`src/rciu_pkg.sv`:
```
// package for the reset-cause and interrupt unit: register indices,
// field positions, reset values, vectors and carrier types.
// assumes an 8-bit register view reached over a 32-bit classic wishbone.
package rciu_pkg;

    ////////////////////////////////////////////////////////////////////////
    // register indices; byte address is four times the index
    localparam logic [7:0] IDX_CAUSE  = 8'h03;  // reset-cause flags
    localparam logic [7:0] IDX_PORT6  = 8'h06;  // port_six_data_reg
    localparam logic [7:0] IDX_STATUS = 8'h0F;  // irq_status_reg
    localparam logic [7:0] IDX_MASK   = 8'h1F;  // irq_mask_reg
    localparam logic [7:0] IDX_CTRL   = 8'h20;  // run state and enable
    localparam int         ADDR_LSB   = 2;

    ////////////////////////////////////////////////////////////////////////
    // irq_status_reg / irq_mask_reg bit positions
    localparam int BIT_TIMER = 0;
    localparam int BIT_PCHG  = 1;  // port_change_flag
    localparam int BIT_EXT   = 2;
    localparam int NUM_SRC   = 3;

    // reset-cause bit positions: pin-change wake, timeout, powerdown
    localparam int BIT_WAKE  = 0;
    localparam int BIT_TOUT  = 1;
    localparam int BIT_PDWN  = 2;

    // control register bit positions
    localparam int BIT_GIE   = 0;
    localparam int BIT_SLEEP = 1;

    ////////////////////////////////////////////////////////////////////////
    // reset values
    localparam logic [2:0] RST_SRC   = 3'h0;
    localparam logic       RST_WAKE  = 1'b0;
    localparam logic       RST_TOUT  = 1'b1;
    localparam logic       RST_PDWN  = 1'b1;
    localparam logic [7:0] RST_PORT6 = 8'hFF;

    // fetch vectors
    localparam int         VEC_W      = 10;
    localparam logic [9:0] VEC_HW     = 10'h008;
    localparam logic [9:0] VEC_SW     = 10'h001;

    ////////////////////////////////////////////////////////////////////////
    // one-cycle instruction strobes from the core
    typedef struct packed {
        logic irqOn;      // global_irq_on_instr
        logic irqOff;     // global_irq_off_instr
        logic retIrq;     // return_from_irq_instr
        logic wdogClear;  // watchdog_clear_instr
        logic sleep;      // sleep_instr
        logic softIrq;    // software interrupt instruction
    } instr_type;

    // redirect of the next fetch
    typedef struct packed {
        logic             take;
        logic [VEC_W-1:0] addr;
    } vector_type;

    // run state of the core as seen by this unit
    typedef enum logic [0:0] {
        ST_RUN   = 1'b0,
        ST_SLEEP = 1'b1
    } run_type;

endpackage : rciu_pkg

```
`src/reset_cause_and_interrupt_unit.sv`:
```
// reset-cause flags, sleep/wake control and three-source interrupt logic.
// assumes instruction strobes, watchdog expiry and timer overflow come
// from logic on sys_clk; the reset pin and port-six pins are asynchronous.
//
// The implementer's own choices: the Wishbone slave port and the register addresses.
`timescale 1ns/1ps

module reset_cause_and_interrupt_unit #(
    parameter int PORT_W = 8
) (
    // clock and power-on reset
    input  wire logic                    sys_clk,
    input  wire logic                    reset_n,
    // classic wishbone slave
    input  wire logic                    wb_cyc_i,
    input  wire logic                    wb_stb_i,
    input  wire logic                    wb_we_i,
    input  wire logic [7:0]              wb_adr_i,
    input  wire logic [3:0]              wb_sel_i,
    input  wire logic [31:0]             wb_dat_i,
    output logic      [31:0]             wb_dat_o,
    output logic                         wb_ack_o,
    // core side
    input  wire rciu_pkg::instr_type     instr,
    output rciu_pkg::vector_type         fetchVector,
    output logic                         coreReset,
    output logic                         wakeUp,
    output logic                         sleeping,
    output logic                         irqPending,
    // event sources
    input  wire logic                    resetPin_n,
    input  wire logic                    watchdogExpire,
    input  wire logic                    timerOverflow,
    input  wire logic [PORT_W-1:0]       portSixPins,
    input  wire logic [PORT_W-1:0]       portSixIsOutput,
    input  wire logic                    extIntSelect
);

    ////////////////////////////////////////////////////////////////////////
    // helpers
    function automatic logic fallEdge(input logic prev, input logic now);
        fallEdge = prev & ~now;
    endfunction : fallEdge

    // second and third stage must agree before a pin change counts
    function automatic logic filt(input logic s2, input logic s3, input logic old);
        filt = (s2 == s3) ? s3 : old;
    endfunction : filt

    ////////////////////////////////////////////////////////////////////////
    // pin synchronisers
    logic [PORT_W-1:0] p6S1_ff;
    logic [PORT_W-1:0] p6S2_ff;
    logic [PORT_W-1:0] p6S3_ff;
    logic [PORT_W-1:0] p6Filt_ff;
    logic [PORT_W-1:0] nxt_p6Filt;
    logic [2:0]        rstS_ff;
    logic              rstFilt_ff;
    logic              nxt_rstFilt;

    always_ff @(posedge sys_clk or negedge reset_n) begin
        if (!reset_n) begin
            p6S1_ff    <= '1;
            p6S2_ff    <= '1;
            p6S3_ff    <= '1;
            p6Filt_ff  <= '1;
            rstS_ff    <= '1;
            rstFilt_ff <= 1'b1;
        end else begin
            p6S1_ff    <= portSixPins;
            p6S2_ff    <= p6S1_ff;
            p6S3_ff    <= p6S2_ff;
            p6Filt_ff  <= nxt_p6Filt;
            rstS_ff    <= {rstS_ff[1:0], resetPin_n};
            rstFilt_ff <= nxt_rstFilt;
        end
    end

    // per-bit agreement filter on port six
    always_comb begin
        for (int i = 0; i < PORT_W; i++) begin
            nxt_p6Filt[i] = filt(p6S2_ff[i], p6S3_ff[i], p6Filt_ff[i]);
        end
    end
    assign nxt_rstFilt = filt(rstS_ff[1], rstS_ff[2], rstFilt_ff);

    ////////////////////////////////////////////////////////////////////////
    // state registers
    logic [rciu_pkg::NUM_SRC-1:0] status_ff;
    logic [rciu_pkg::NUM_SRC-1:0] mask_ff;
    logic [PORT_W-1:0]            portRef_ff;
    logic                         wakeFlag_ff;
    logic                         toutFlag_ff;
    logic                         pdwnFlag_ff;
    logic                         gie_ff;
    logic                         chgArmed_ff;
    rciu_pkg::run_type            run_ff;
    logic                         extPrev_ff;
    logic                         pinHeld_ff;
    rciu_pkg::vector_type         vec_ff;
    logic                         wake_ff;
    logic                         ack_ff;
    logic [31:0]                  rdat_ff;

    ////////////////////////////////////////////////////////////////////////
    // wishbone decode
    wire        busReq   = wb_cyc_i & wb_stb_i & ~ack_ff;
    wire [7:0]  busIdx   = {{rciu_pkg::ADDR_LSB{1'b0}}, wb_adr_i[7:rciu_pkg::ADDR_LSB]};
    wire        laneOk   = wb_sel_i[0];
    wire        wrReq    = busReq & wb_we_i & laneOk;
    wire        rdReq    = busReq & ~wb_we_i;
    wire        selCause  = (busIdx == rciu_pkg::IDX_CAUSE);
    wire        selPort6  = (busIdx == rciu_pkg::IDX_PORT6);
    wire        selStatus = (busIdx == rciu_pkg::IDX_STATUS);
    wire        selMask   = (busIdx == rciu_pkg::IDX_MASK);
    wire        selCtrl   = (busIdx == rciu_pkg::IDX_CTRL);
    wire        wrStatus  = wrReq & selStatus;
    wire        wrMask    = wrReq & selMask;
    wire        rdPort6   = rdReq & selPort6;
    wire [7:0]  wrByte    = wb_dat_i[7:0];

    ////////////////////////////////////////////////////////////////////////
    // reset events
    wire        asleep     = (run_ff == rciu_pkg::ST_SLEEP);
    wire        pinLow     = ~rstFilt_ff;
    wire        pinEvent   = pinLow & ~pinHeld_ff;
    wire        wdogEvent  = watchdogExpire;
    wire        anyReset   = pinEvent | wdogEvent;

    ////////////////////////////////////////////////////////////////////////
    // interrupt sources: ext on a falling edge, timer on its strobe, change on any difference
    wire        extLevel   = p6Filt_ff[0];
    wire        extEdge    = extIntSelect & fallEdge(extPrev_ff, extLevel);
    wire        timerEdge  = timerOverflow;
    // outputs and the interrupt pin never count as a change
    wire [PORT_W-1:0] chgEligible = ~portSixIsOutput & ~{{(PORT_W-1){1'b0}}, extIntSelect};
    wire [PORT_W-1:0] chgBits     = (p6Filt_ff ^ portRef_ff) & chgEligible;
    wire        chgEnable  = mask_ff[rciu_pkg::BIT_PCHG];
    // unlike the others, the change flag needs its enable
    wire        chgEvent   = (|chgBits) & chgEnable;
    wire [rciu_pkg::NUM_SRC-1:0] setEvents = {extEdge, chgEvent, timerEdge};

    // wake needs change armed at the sleep instruction
    wire        pinWake    = asleep & chgEvent & chgArmed_ff;

    ////////////////////////////////////////////////////////////////////////
    // request and vector selection
    wire [rciu_pkg::NUM_SRC-1:0] reqBits = status_ff & mask_ff;
    wire        hwReq      = (|reqBits) & gie_ff & ~asleep;
    wire        swReq      = instr.softIrq & gie_ff & ~asleep;
    wire        takeAny    = hwReq | swReq;

    ////////////////////////////////////////////////////////////////////////
    // interrupt status, set wins over a software write
    logic [rciu_pkg::NUM_SRC-1:0] nxt_status;
    assign nxt_status = anyReset ? rciu_pkg::RST_SRC
                      : ((wrStatus ? wrByte[rciu_pkg::NUM_SRC-1:0] : status_ff)
                         | setEvents);

    always_ff @(posedge sys_clk or negedge reset_n) begin
        if (!reset_n) begin
            status_ff <= rciu_pkg::RST_SRC;
        end else begin
            status_ff <= nxt_status;
        end
    end

    // mask register, cleared by pin or watchdog reset
    logic [rciu_pkg::NUM_SRC-1:0] nxt_mask;
    assign nxt_mask = anyReset ? rciu_pkg::RST_SRC
                    : (wrMask ? wrByte[rciu_pkg::NUM_SRC-1:0] : mask_ff);

    always_ff @(posedge sys_clk or negedge reset_n) begin
        if (!reset_n) begin
            mask_ff <= rciu_pkg::RST_SRC;
        end else begin
            mask_ff <= nxt_mask;
        end
    end

    ////////////////////////////////////////////////////////////////////////
    // change reference, captured when software reads port six
    logic [PORT_W-1:0] nxt_portRef;
    assign nxt_portRef = rdPort6 ? p6Filt_ff : portRef_ff;

    always_ff @(posedge sys_clk or negedge reset_n) begin
        if (!reset_n) begin
            portRef_ff <= rciu_pkg::RST_PORT6;
        end else begin
            portRef_ff <= nxt_portRef;
        end
    end

    ////////////////////////////////////////////////////////////////////////
    // reset-cause flags; later events in this chain take priority
    logic nxt_wake;
    logic nxt_tout;
    logic nxt_pdwn;

    always_comb begin
        nxt_wake = wakeFlag_ff;
        nxt_tout = toutFlag_ff;
        nxt_pdwn = pdwnFlag_ff;
        if (instr.wdogClear) begin
            nxt_tout = 1'b1;
            nxt_pdwn = 1'b1;
        end
        if (instr.sleep && !asleep) begin
            nxt_tout = 1'b1;
            nxt_pdwn = 1'b0;
        end
        if (pinWake) begin
            nxt_wake = 1'b1;
            nxt_tout = 1'b1;
            nxt_pdwn = 1'b0;
        end
        if (wdogEvent) begin
            nxt_wake = 1'b0;
            nxt_tout = 1'b0;
            if (asleep) begin
                nxt_pdwn = 1'b0;
            end
        end
        if (pinEvent) begin
            nxt_wake = 1'b0;
            if (asleep) begin
                nxt_tout = 1'b1;
                nxt_pdwn = 1'b0;
            end
        end
    end

    // power-on values
    always_ff @(posedge sys_clk or negedge reset_n) begin
        if (!reset_n) begin
            wakeFlag_ff <= rciu_pkg::RST_WAKE;
            toutFlag_ff <= rciu_pkg::RST_TOUT;
            pdwnFlag_ff <= rciu_pkg::RST_PDWN;
        end else begin
            wakeFlag_ff <= nxt_wake;
            toutFlag_ff <= nxt_tout;
            pdwnFlag_ff <= nxt_pdwn;
        end
    end

    ////////////////////////////////////////////////////////////////////////
    // global enable; taking a vector clears it until a return or irq-on instruction
    logic nxt_gie;
    assign nxt_gie = anyReset ? 1'b0
                   : takeAny ? 1'b0
                   : (instr.irqOn | instr.retIrq) ? 1'b1
                   : instr.irqOff ? 1'b0
                   : gie_ff;

    always_ff @(posedge sys_clk or negedge reset_n) begin
        if (!reset_n) begin
            gie_ff <= 1'b0;
        end else begin
            gie_ff <= nxt_gie;
        end
    end

    ////////////////////////////////////////////////////////////////////////
    // run state and armed change wake
    rciu_pkg::run_type nxt_run;
    logic              nxt_armed;

    always_comb begin
        nxt_run   = run_ff;
        nxt_armed = chgArmed_ff;
        case (run_ff)
            rciu_pkg::ST_RUN: begin
                if (instr.sleep && !anyReset) begin
                    nxt_run   = rciu_pkg::ST_SLEEP;
                    nxt_armed = chgEnable;
                end
            end
            rciu_pkg::ST_SLEEP: begin
                if (anyReset || pinWake) begin
                    nxt_run   = rciu_pkg::ST_RUN;
                    nxt_armed = 1'b0;
                end
            end
            default: begin
                nxt_run   = rciu_pkg::ST_RUN;
                nxt_armed = 1'b0;
            end
        endcase
    end

    always_ff @(posedge sys_clk or negedge reset_n) begin
        if (!reset_n) begin
            run_ff      <= rciu_pkg::ST_RUN;
            chgArmed_ff <= 1'b0;
        end else begin
            run_ff      <= nxt_run;
            chgArmed_ff <= nxt_armed;
        end
    end

    ////////////////////////////////////////////////////////////////////////
    // edge history and reset-pin hold so a long low counts once
    always_ff @(posedge sys_clk or negedge reset_n) begin
        if (!reset_n) begin
            extPrev_ff <= 1'b1;
            pinHeld_ff <= 1'b0;
        end else begin
            extPrev_ff <= extLevel;
            pinHeld_ff <= pinLow;
        end
    end

    ////////////////////////////////////////////////////////////////////////
    // fetch redirect; hardware vector wins a same-cycle tie
    rciu_pkg::vector_type nxt_vec;
    always_comb begin
        nxt_vec.take = takeAny & ~anyReset;
        nxt_vec.addr = hwReq ? rciu_pkg::VEC_HW : rciu_pkg::VEC_SW;
    end

    // wake pulse; with the enable set the pending request vectors next
    logic nxt_wakePulse;
    assign nxt_wakePulse = pinWake & ~anyReset;

    always_ff @(posedge sys_clk or negedge reset_n) begin
        if (!reset_n) begin
            vec_ff  <= '0;
            wake_ff <= 1'b0;
        end else begin
            vec_ff  <= nxt_vec;
            wake_ff <= nxt_wakePulse;
        end
    end

    ////////////////////////////////////////////////////////////////////////
    // wishbone answer, one wait state
    logic [31:0] rdMux;
    always_comb begin
        rdMux = '0;
        if (selCause) begin
            rdMux[rciu_pkg::BIT_WAKE] = wakeFlag_ff;
            rdMux[rciu_pkg::BIT_TOUT] = toutFlag_ff;
            rdMux[rciu_pkg::BIT_PDWN] = pdwnFlag_ff;
        end else if (selPort6) begin
            rdMux[PORT_W-1:0] = p6Filt_ff;
        end else if (selStatus) begin
            rdMux[rciu_pkg::NUM_SRC-1:0] = status_ff;
        end else if (selMask) begin
            rdMux[rciu_pkg::NUM_SRC-1:0] = mask_ff;
        end else if (selCtrl) begin
            rdMux[rciu_pkg::BIT_GIE]   = gie_ff;
            rdMux[rciu_pkg::BIT_SLEEP] = asleep;
        end
    end

    always_ff @(posedge sys_clk or negedge reset_n) begin
        if (!reset_n) begin
            ack_ff  <= 1'b0;
            rdat_ff <= '0;
        end else begin
            ack_ff  <= busReq;
            rdat_ff <= rdMux;
        end
    end

    ////////////////////////////////////////////////////////////////////////
    // outputs
    assign wb_ack_o    = ack_ff;
    assign wb_dat_o    = rdat_ff;
    assign fetchVector = vec_ff;
    assign wakeUp      = wake_ff;
    assign sleeping    = asleep;
    assign irqPending  = |reqBits;
    assign coreReset   = pinLow | wdogEvent;

endmodule : reset_cause_and_interrupt_unit

```
`config.mk`:
```
export PLATFORM = sky130hd
export DESIGN_NAME = reset_cause_and_interrupt_unit
export DESIGN_NICKNAME = d
export VERILOG_FILES = /design/src/rciu_pkg.sv /design/src/reset_cause_and_interrupt_unit.sv
export SDC_FILE = /design/constraint.sdc
export NUM_CORES = 1
export LEC_CHECK = 0
export ABC_AREA = 1
export BUFFER_PORTS_ARGS = -buffer_cell sky130_fd_sc_hd__buf_2
export CAP_MARGIN = 10
export CORE_AREA = 4 4 81 83
export CTS_BUF_LIST = sky130_fd_sc_hd__clkbuf_4
export DETAILED_ROUTE_END_ITERATION = 6
export DIE_AREA = 0 0 85 87
export HOLD_SLACK_MARGIN = 0.05
export PLACE_DENSITY = 0.95
export SLEW_MARGIN = 20
export SYNTH_ARGS = -nofsm -noshare
export SYNTH_HDL_FRONTEND = slang
export SYNTH_SLANG_ARGS = --single-unit
```
`constraint.sdc`:
```
create_clock -name sys_clk -period 3.6 [get_ports sys_clk]
set_input_delay 0.72 -clock sys_clk [delete_from_list [all_inputs] [get_ports sys_clk]]
set_output_delay 0.72 -clock sys_clk [all_outputs]
set_load 0.01 [all_outputs]
```
==> impl_metrics.sql <==
INSERT INTO impl_metrics (metric_group, metric, value, unit) VALUES
('status', 'outcome', 'completed', ''),
('routing', 'route.detailed.wl_per_inst', '12.8', 'um'),
('clocking', 'clkLatencyLatePin', '390', 'ps'),
('setup_path', 'timing.rr.start', 'rstFilt_ff', ''),
('setup_path', 'worst_r2r_endpoint', 'chgArmed_ff', ''),
('layout', 'area.sequential', '1840', 'um2'),
('sta', 'worst_slew_pin_slew', '666', 'ps'),
('clocking', 'cts_root_buf', 'sky130_fd_sc_hd__clkbuf_4', ''),
('layout', 'multiInputGateArea', '913', 'um2'),
('setup_path', 'ff2ff_path_depth', '7', ''),
('logic_synthesis', 'yosysSeqAreaShare', '60.3', '%'),
('logic_synthesis', 'syn-instance-count', '301', ''),
('clocking', 'postCtsSetupBuffers', '0', ''),
('sta', 'setup_violations', '0', ''),
('clocking', 'ctsLongestPathBuffers', '2', ''),
('place', 'gpl.final_weighted_congestion', '0.829', ''),
('layout', 'fill_cells', '479', ''),
('global_route', 'global_route_wire_length_before_repair', '9.45', 'mm'),
('routing', 'ant_nets', '0', ''),
('pwr', 'p_per_area', '452', 'nW/um2'),
('logic_synthesis', 'synth_area_per_cell', '10.1', 'um2'),
('sta', 'finalSetupTns', '0', 'ps'),
('clocking', 'post_cts_resized', '0', ''),
('layout', 'synthToLayoutAreaGrowth', '12.6', '%'),
('hold_path', 'hp-class', 'input pin to asynchronous set/reset pin', ''),
('sta', 'skew', '8.70', 'ps'),
('setup_path', 'cp_data_arrival_time', '1260', 'ps'),
('clocking', 'cts_buffers', '9', ''),
('place', 'io_buffers', '56', ''),
('clocking', 'cts_tree', 'done', ''),
('layout', 'num_antenna_cells', '0', ''),
('floorplan', 'fp.dieArea', '7400', 'um2'),
('sta', 'min_tclk_post_route', '1980', 'ps'),
('setup_path', 'worstSetupEndpoint', 'irqPending', ''),
('routing', 'drt_pre_antenna_iters', '4', ''),
('routing', 'routed-via-count', '2091', ''),
('setup_path', 'cp-start-kind', 'flop', ''),
('floorplan', 'die_width', '85', 'um'),
('sta', 'fmaxAchievable', '505', 'MHz'),
('layout', 'layout-drive-gt1-share', '37.6', '%'),
('sta', 'timing.final.hold_violations', '0', ''),
('routing', 'drt_iter0_drc', '159', ''),
('logic_synthesis', 'synth.top_cells.by_area', 'sky130_fd_sc_hd__dfstp_2 41%, sky130_fd_sc_hd__dfrtp_1 20%, sky130_fd_sc_hd__nand2_1 9.1%, sky130_fd_sc_hd__buf_4 7.9%, sky130_fd_sc_hd__inv_1 4.9%', ''),
('clocking', 'holdBufCountCts', '0', ''),
('global_route', 'grt_pass1_vias', '2148', ''),
('clocking', 'clock_tree.htree_level_count', '3', ''),
('logic_synthesis', 'mappedNetlistArea', '3040', 'um2'),
('sta', 'timing_max_transition_violations_final', '0', ''),
('setup_path', 'ff2ff_setup_slack', '1660', 'ps'),
('floorplan', 'design.core.area', '5850', 'um2'),
('setup_path', 'setup.worst_path.start', 'mask_ff[1]', ''),
('logic_synthesis', 'synth_top_cell_area_share', '40.6', '%'),
('setup_path', 'cp_max_fo', '6', ''),
('global_route', 'grt_start_max_net_pins', '30', ''),
('flow_run', 'drv.max_cap_violation_count', '0', ''),
('pwr', 'ir_drop', '312', 'uV'),
('routing', 'drc', '0', ''),
('layout', 'finish.net_count', '442', ''),
('logic_synthesis', 'synth_warn', '0', ''),
('clocking', 'cts.reportedPaths.clkPinSlew', '110', 'ps'),
('setup_path', 'critical_path.endpoint_type', 'output pin', ''),
('clocking', 'cts.sink_count', '71', ''),
('logic_synthesis', 'synth.lib_cells_used.distinct', '26', ''),
('global_route', 'gr-usage-all-layers', '16.2', '%'),
('sta', 'final_min_period_over_clock_period', '55.0', '%'),
('pwr', 'total_leakage_power', '1.78', 'nW'),
('floorplan', 'placement_rows', '28', ''),
('routing', 'via_per_inst', '4.68', ''),
('pwr', 'design_power_total', '1.55', 'mW'),
('global_route', 'global_route_overflow', '0', ''),
('place', 'detailed_place_hpwl', '4.31', 'mm'),
('routing', 'wl', '5.70', 'mm'),
('sta', 'rsz_0062_raised_after_global_routing', 'false', ''),
('floorplan', 'dieHeight', '87', 'um'),
('setup_path', 'cp_data_required_time', '2880', 'ps'),
('setup_path', 'crit_type', 'flop to output pin', ''),
('sta', 'slew_headroom', '55.4', '%'),
('global_route', 'grt_antenna_before_repair', '0', ''),
('floorplan', 'start_util', '52.0', '%'),
('logic_synthesis', 'ys_seq_elements', '71', ''),
('logic_synthesis', 'synth_area_leader_cell', 'sky130_fd_sc_hd__dfstp_2', ''),
('floorplan', 'floorplan.io_pins', '123', '');
## synth_stat cells
cell type,number
sky130_fd_sc_hd__nor4_1,1
sky130_fd_sc_hd__nor4_4,1
sky130_fd_sc_hd__buf_6,1
sky130_fd_sc_hd__nor3_1,4
sky130_fd_sc_hd__nand3b_4,1
sky130_fd_sc_hd__buf_2,1
sky130_fd_sc_hd__nand2_2,4
sky130_fd_sc_hd__a31oi_1,2
sky130_fd_sc_hd__a211oi_1,1
sky130_fd_sc_hd__inv_1,40
sky130_fd_sc_hd__nand2_1,74
sky130_fd_sc_hd__dfrtp_1,24
sky130_fd_sc_hd__maj3_1,9
sky130_fd_sc_hd__inv_2,1
sky130_fd_sc_hd__nand3b_1,2
sky130_fd_sc_hd__conb_1,1
sky130_fd_sc_hd__dfstp_2,47
sky130_fd_sc_hd__nand4_1,5
sky130_fd_sc_hd__o21ai_0,2
sky130_fd_sc_hd__nor2_2,2
sky130_fd_sc_hd__buf_4,32
sky130_fd_sc_hd__nor2_1,15
sky130_fd_sc_hd__o21ai_2,8
sky130_fd_sc_hd__a21oi_1,3
sky130_fd_sc_hd__or2_2,2
sky130_fd_sc_hd__nand3_1,18
## layout make-up
class / count / area share, %
Inverter: 41 / 4.49
Clock inverter: 6 / 1.75
Clock buffer: 10 / 2.19
Multi-Input combinational cell: 186 / 26.7
Sequential cell: 71 / 53.6
Tap cell: 75 / 2.74
Timing Repair Buffer: 58 / 8.62
## worst min path at each step
stage | endpoint | depth (start not counted)
6_report | pinHeld_ff | 1
3_3_place_gp | p6S2_ff[7] | 0
2_1_floorplan | p6S2_ff[0] | 0
4_1_cts | pinHeld_ff | 1
3_5_place_dp | p6S2_ff[0] | 0
5_1_grt | pinHeld_ff | 1
## cells in the final DEF, fill, tap and decap left out, types with 3 or more instances in the layout
cell,n
sky130_fd_sc_hd__inv_1,40
sky130_fd_sc_hd__o21ai_2,8
sky130_fd_sc_hd__dfrtp_1,24
sky130_fd_sc_hd__nand2_2,4
sky130_fd_sc_hd__nor3_1,4
sky130_fd_sc_hd__nor2_1,15
sky130_fd_sc_hd__conb_1,32
sky130_fd_sc_hd__dfstp_2,47
sky130_fd_sc_hd__nand2_1,74
sky130_fd_sc_hd__clkinv_2,3
sky130_fd_sc_hd__maj3_1,9
sky130_fd_sc_hd__buf_2,56
sky130_fd_sc_hd__clkbuf_4,10
sky130_fd_sc_hd__nand4_1,5
sky130_fd_sc_hd__nand3_1,18
sky130_fd_sc_hd__a21oi_1,3
## stage by stage
stage	util [%]	hold slack, ps	instances	cell area [um2]	worst slack (ps)
final	58.6	201	447	3430	1620
after global routing	58.6	200	447	3430	1520
after CTS	58.6	177	447	3430	1600
after detailed placement	56.3	347	431	3290	1460
after global placement	56.3	346	431	3290	1490
after floorplan	-	345	332	3160	1980
## report_power, final
group          internal [mW]  switching, mW
clock                  0.218          0.270
sequential             0.871         0.0359
combinational         0.0554         0.0982
## sequential cells by signal (all words and copies together), names as in the netlist
register and cells:
portRef_ff 8, mask_ff 3, status_ff 3, toutFlag_ff 1, wb_dat_o 8, rstS_ff 3, p6S3_ff 8, p6Filt_ff 8
wakeFlag_ff 1, sleeping 1, p6S2_ff 8, extPrev_ff 1, wb_ack_o 1, rstFilt_ff 1, pinHeld_ff 1, gie_ff 1
chgArmed_ff 1, wakeUp 1, pdwnFlag_ff 1, p6S1_ff 8, fetchVector 3
## logic make-up after synthesis
kind of cell    after synthesis  share of synthesized area [%]
flops                        71                           60.3
buf+inv                      75                           13.5
compound gates               16                           3.78
simple gates                129                           19.3
other cells                   1                          0.123
fa+ha+maj                     9                           2.96
## per-layer routing
| metal | wire [um] | part of all wire [%] | global-route usage, % | vias up |
|---|---|---|---|---|
| li1 | - | - | - | 1011 |
| met1 | 2190 | 38 | 18.9 | 994 |
| met3 | 456 | 8.0 | 5.77 | 8 |
| met2 | 2970 | 52 | 26.8 | 78 |
| met5 | 0 | 0 | 0 | - |
| met4 | 83 | 1.5 | 7.77 | 0 |
## critical path, cell delays in order, from the launching register on
cell and delay, ps:
sky130_fd_sc_hd__dfrtp_1 480, sky130_fd_sc_hd__nand2_1 100, sky130_fd_sc_hd__nand3_1 120, sky130_fd_sc_hd__buf_2 170
Power figures use the tool's default switching activity.
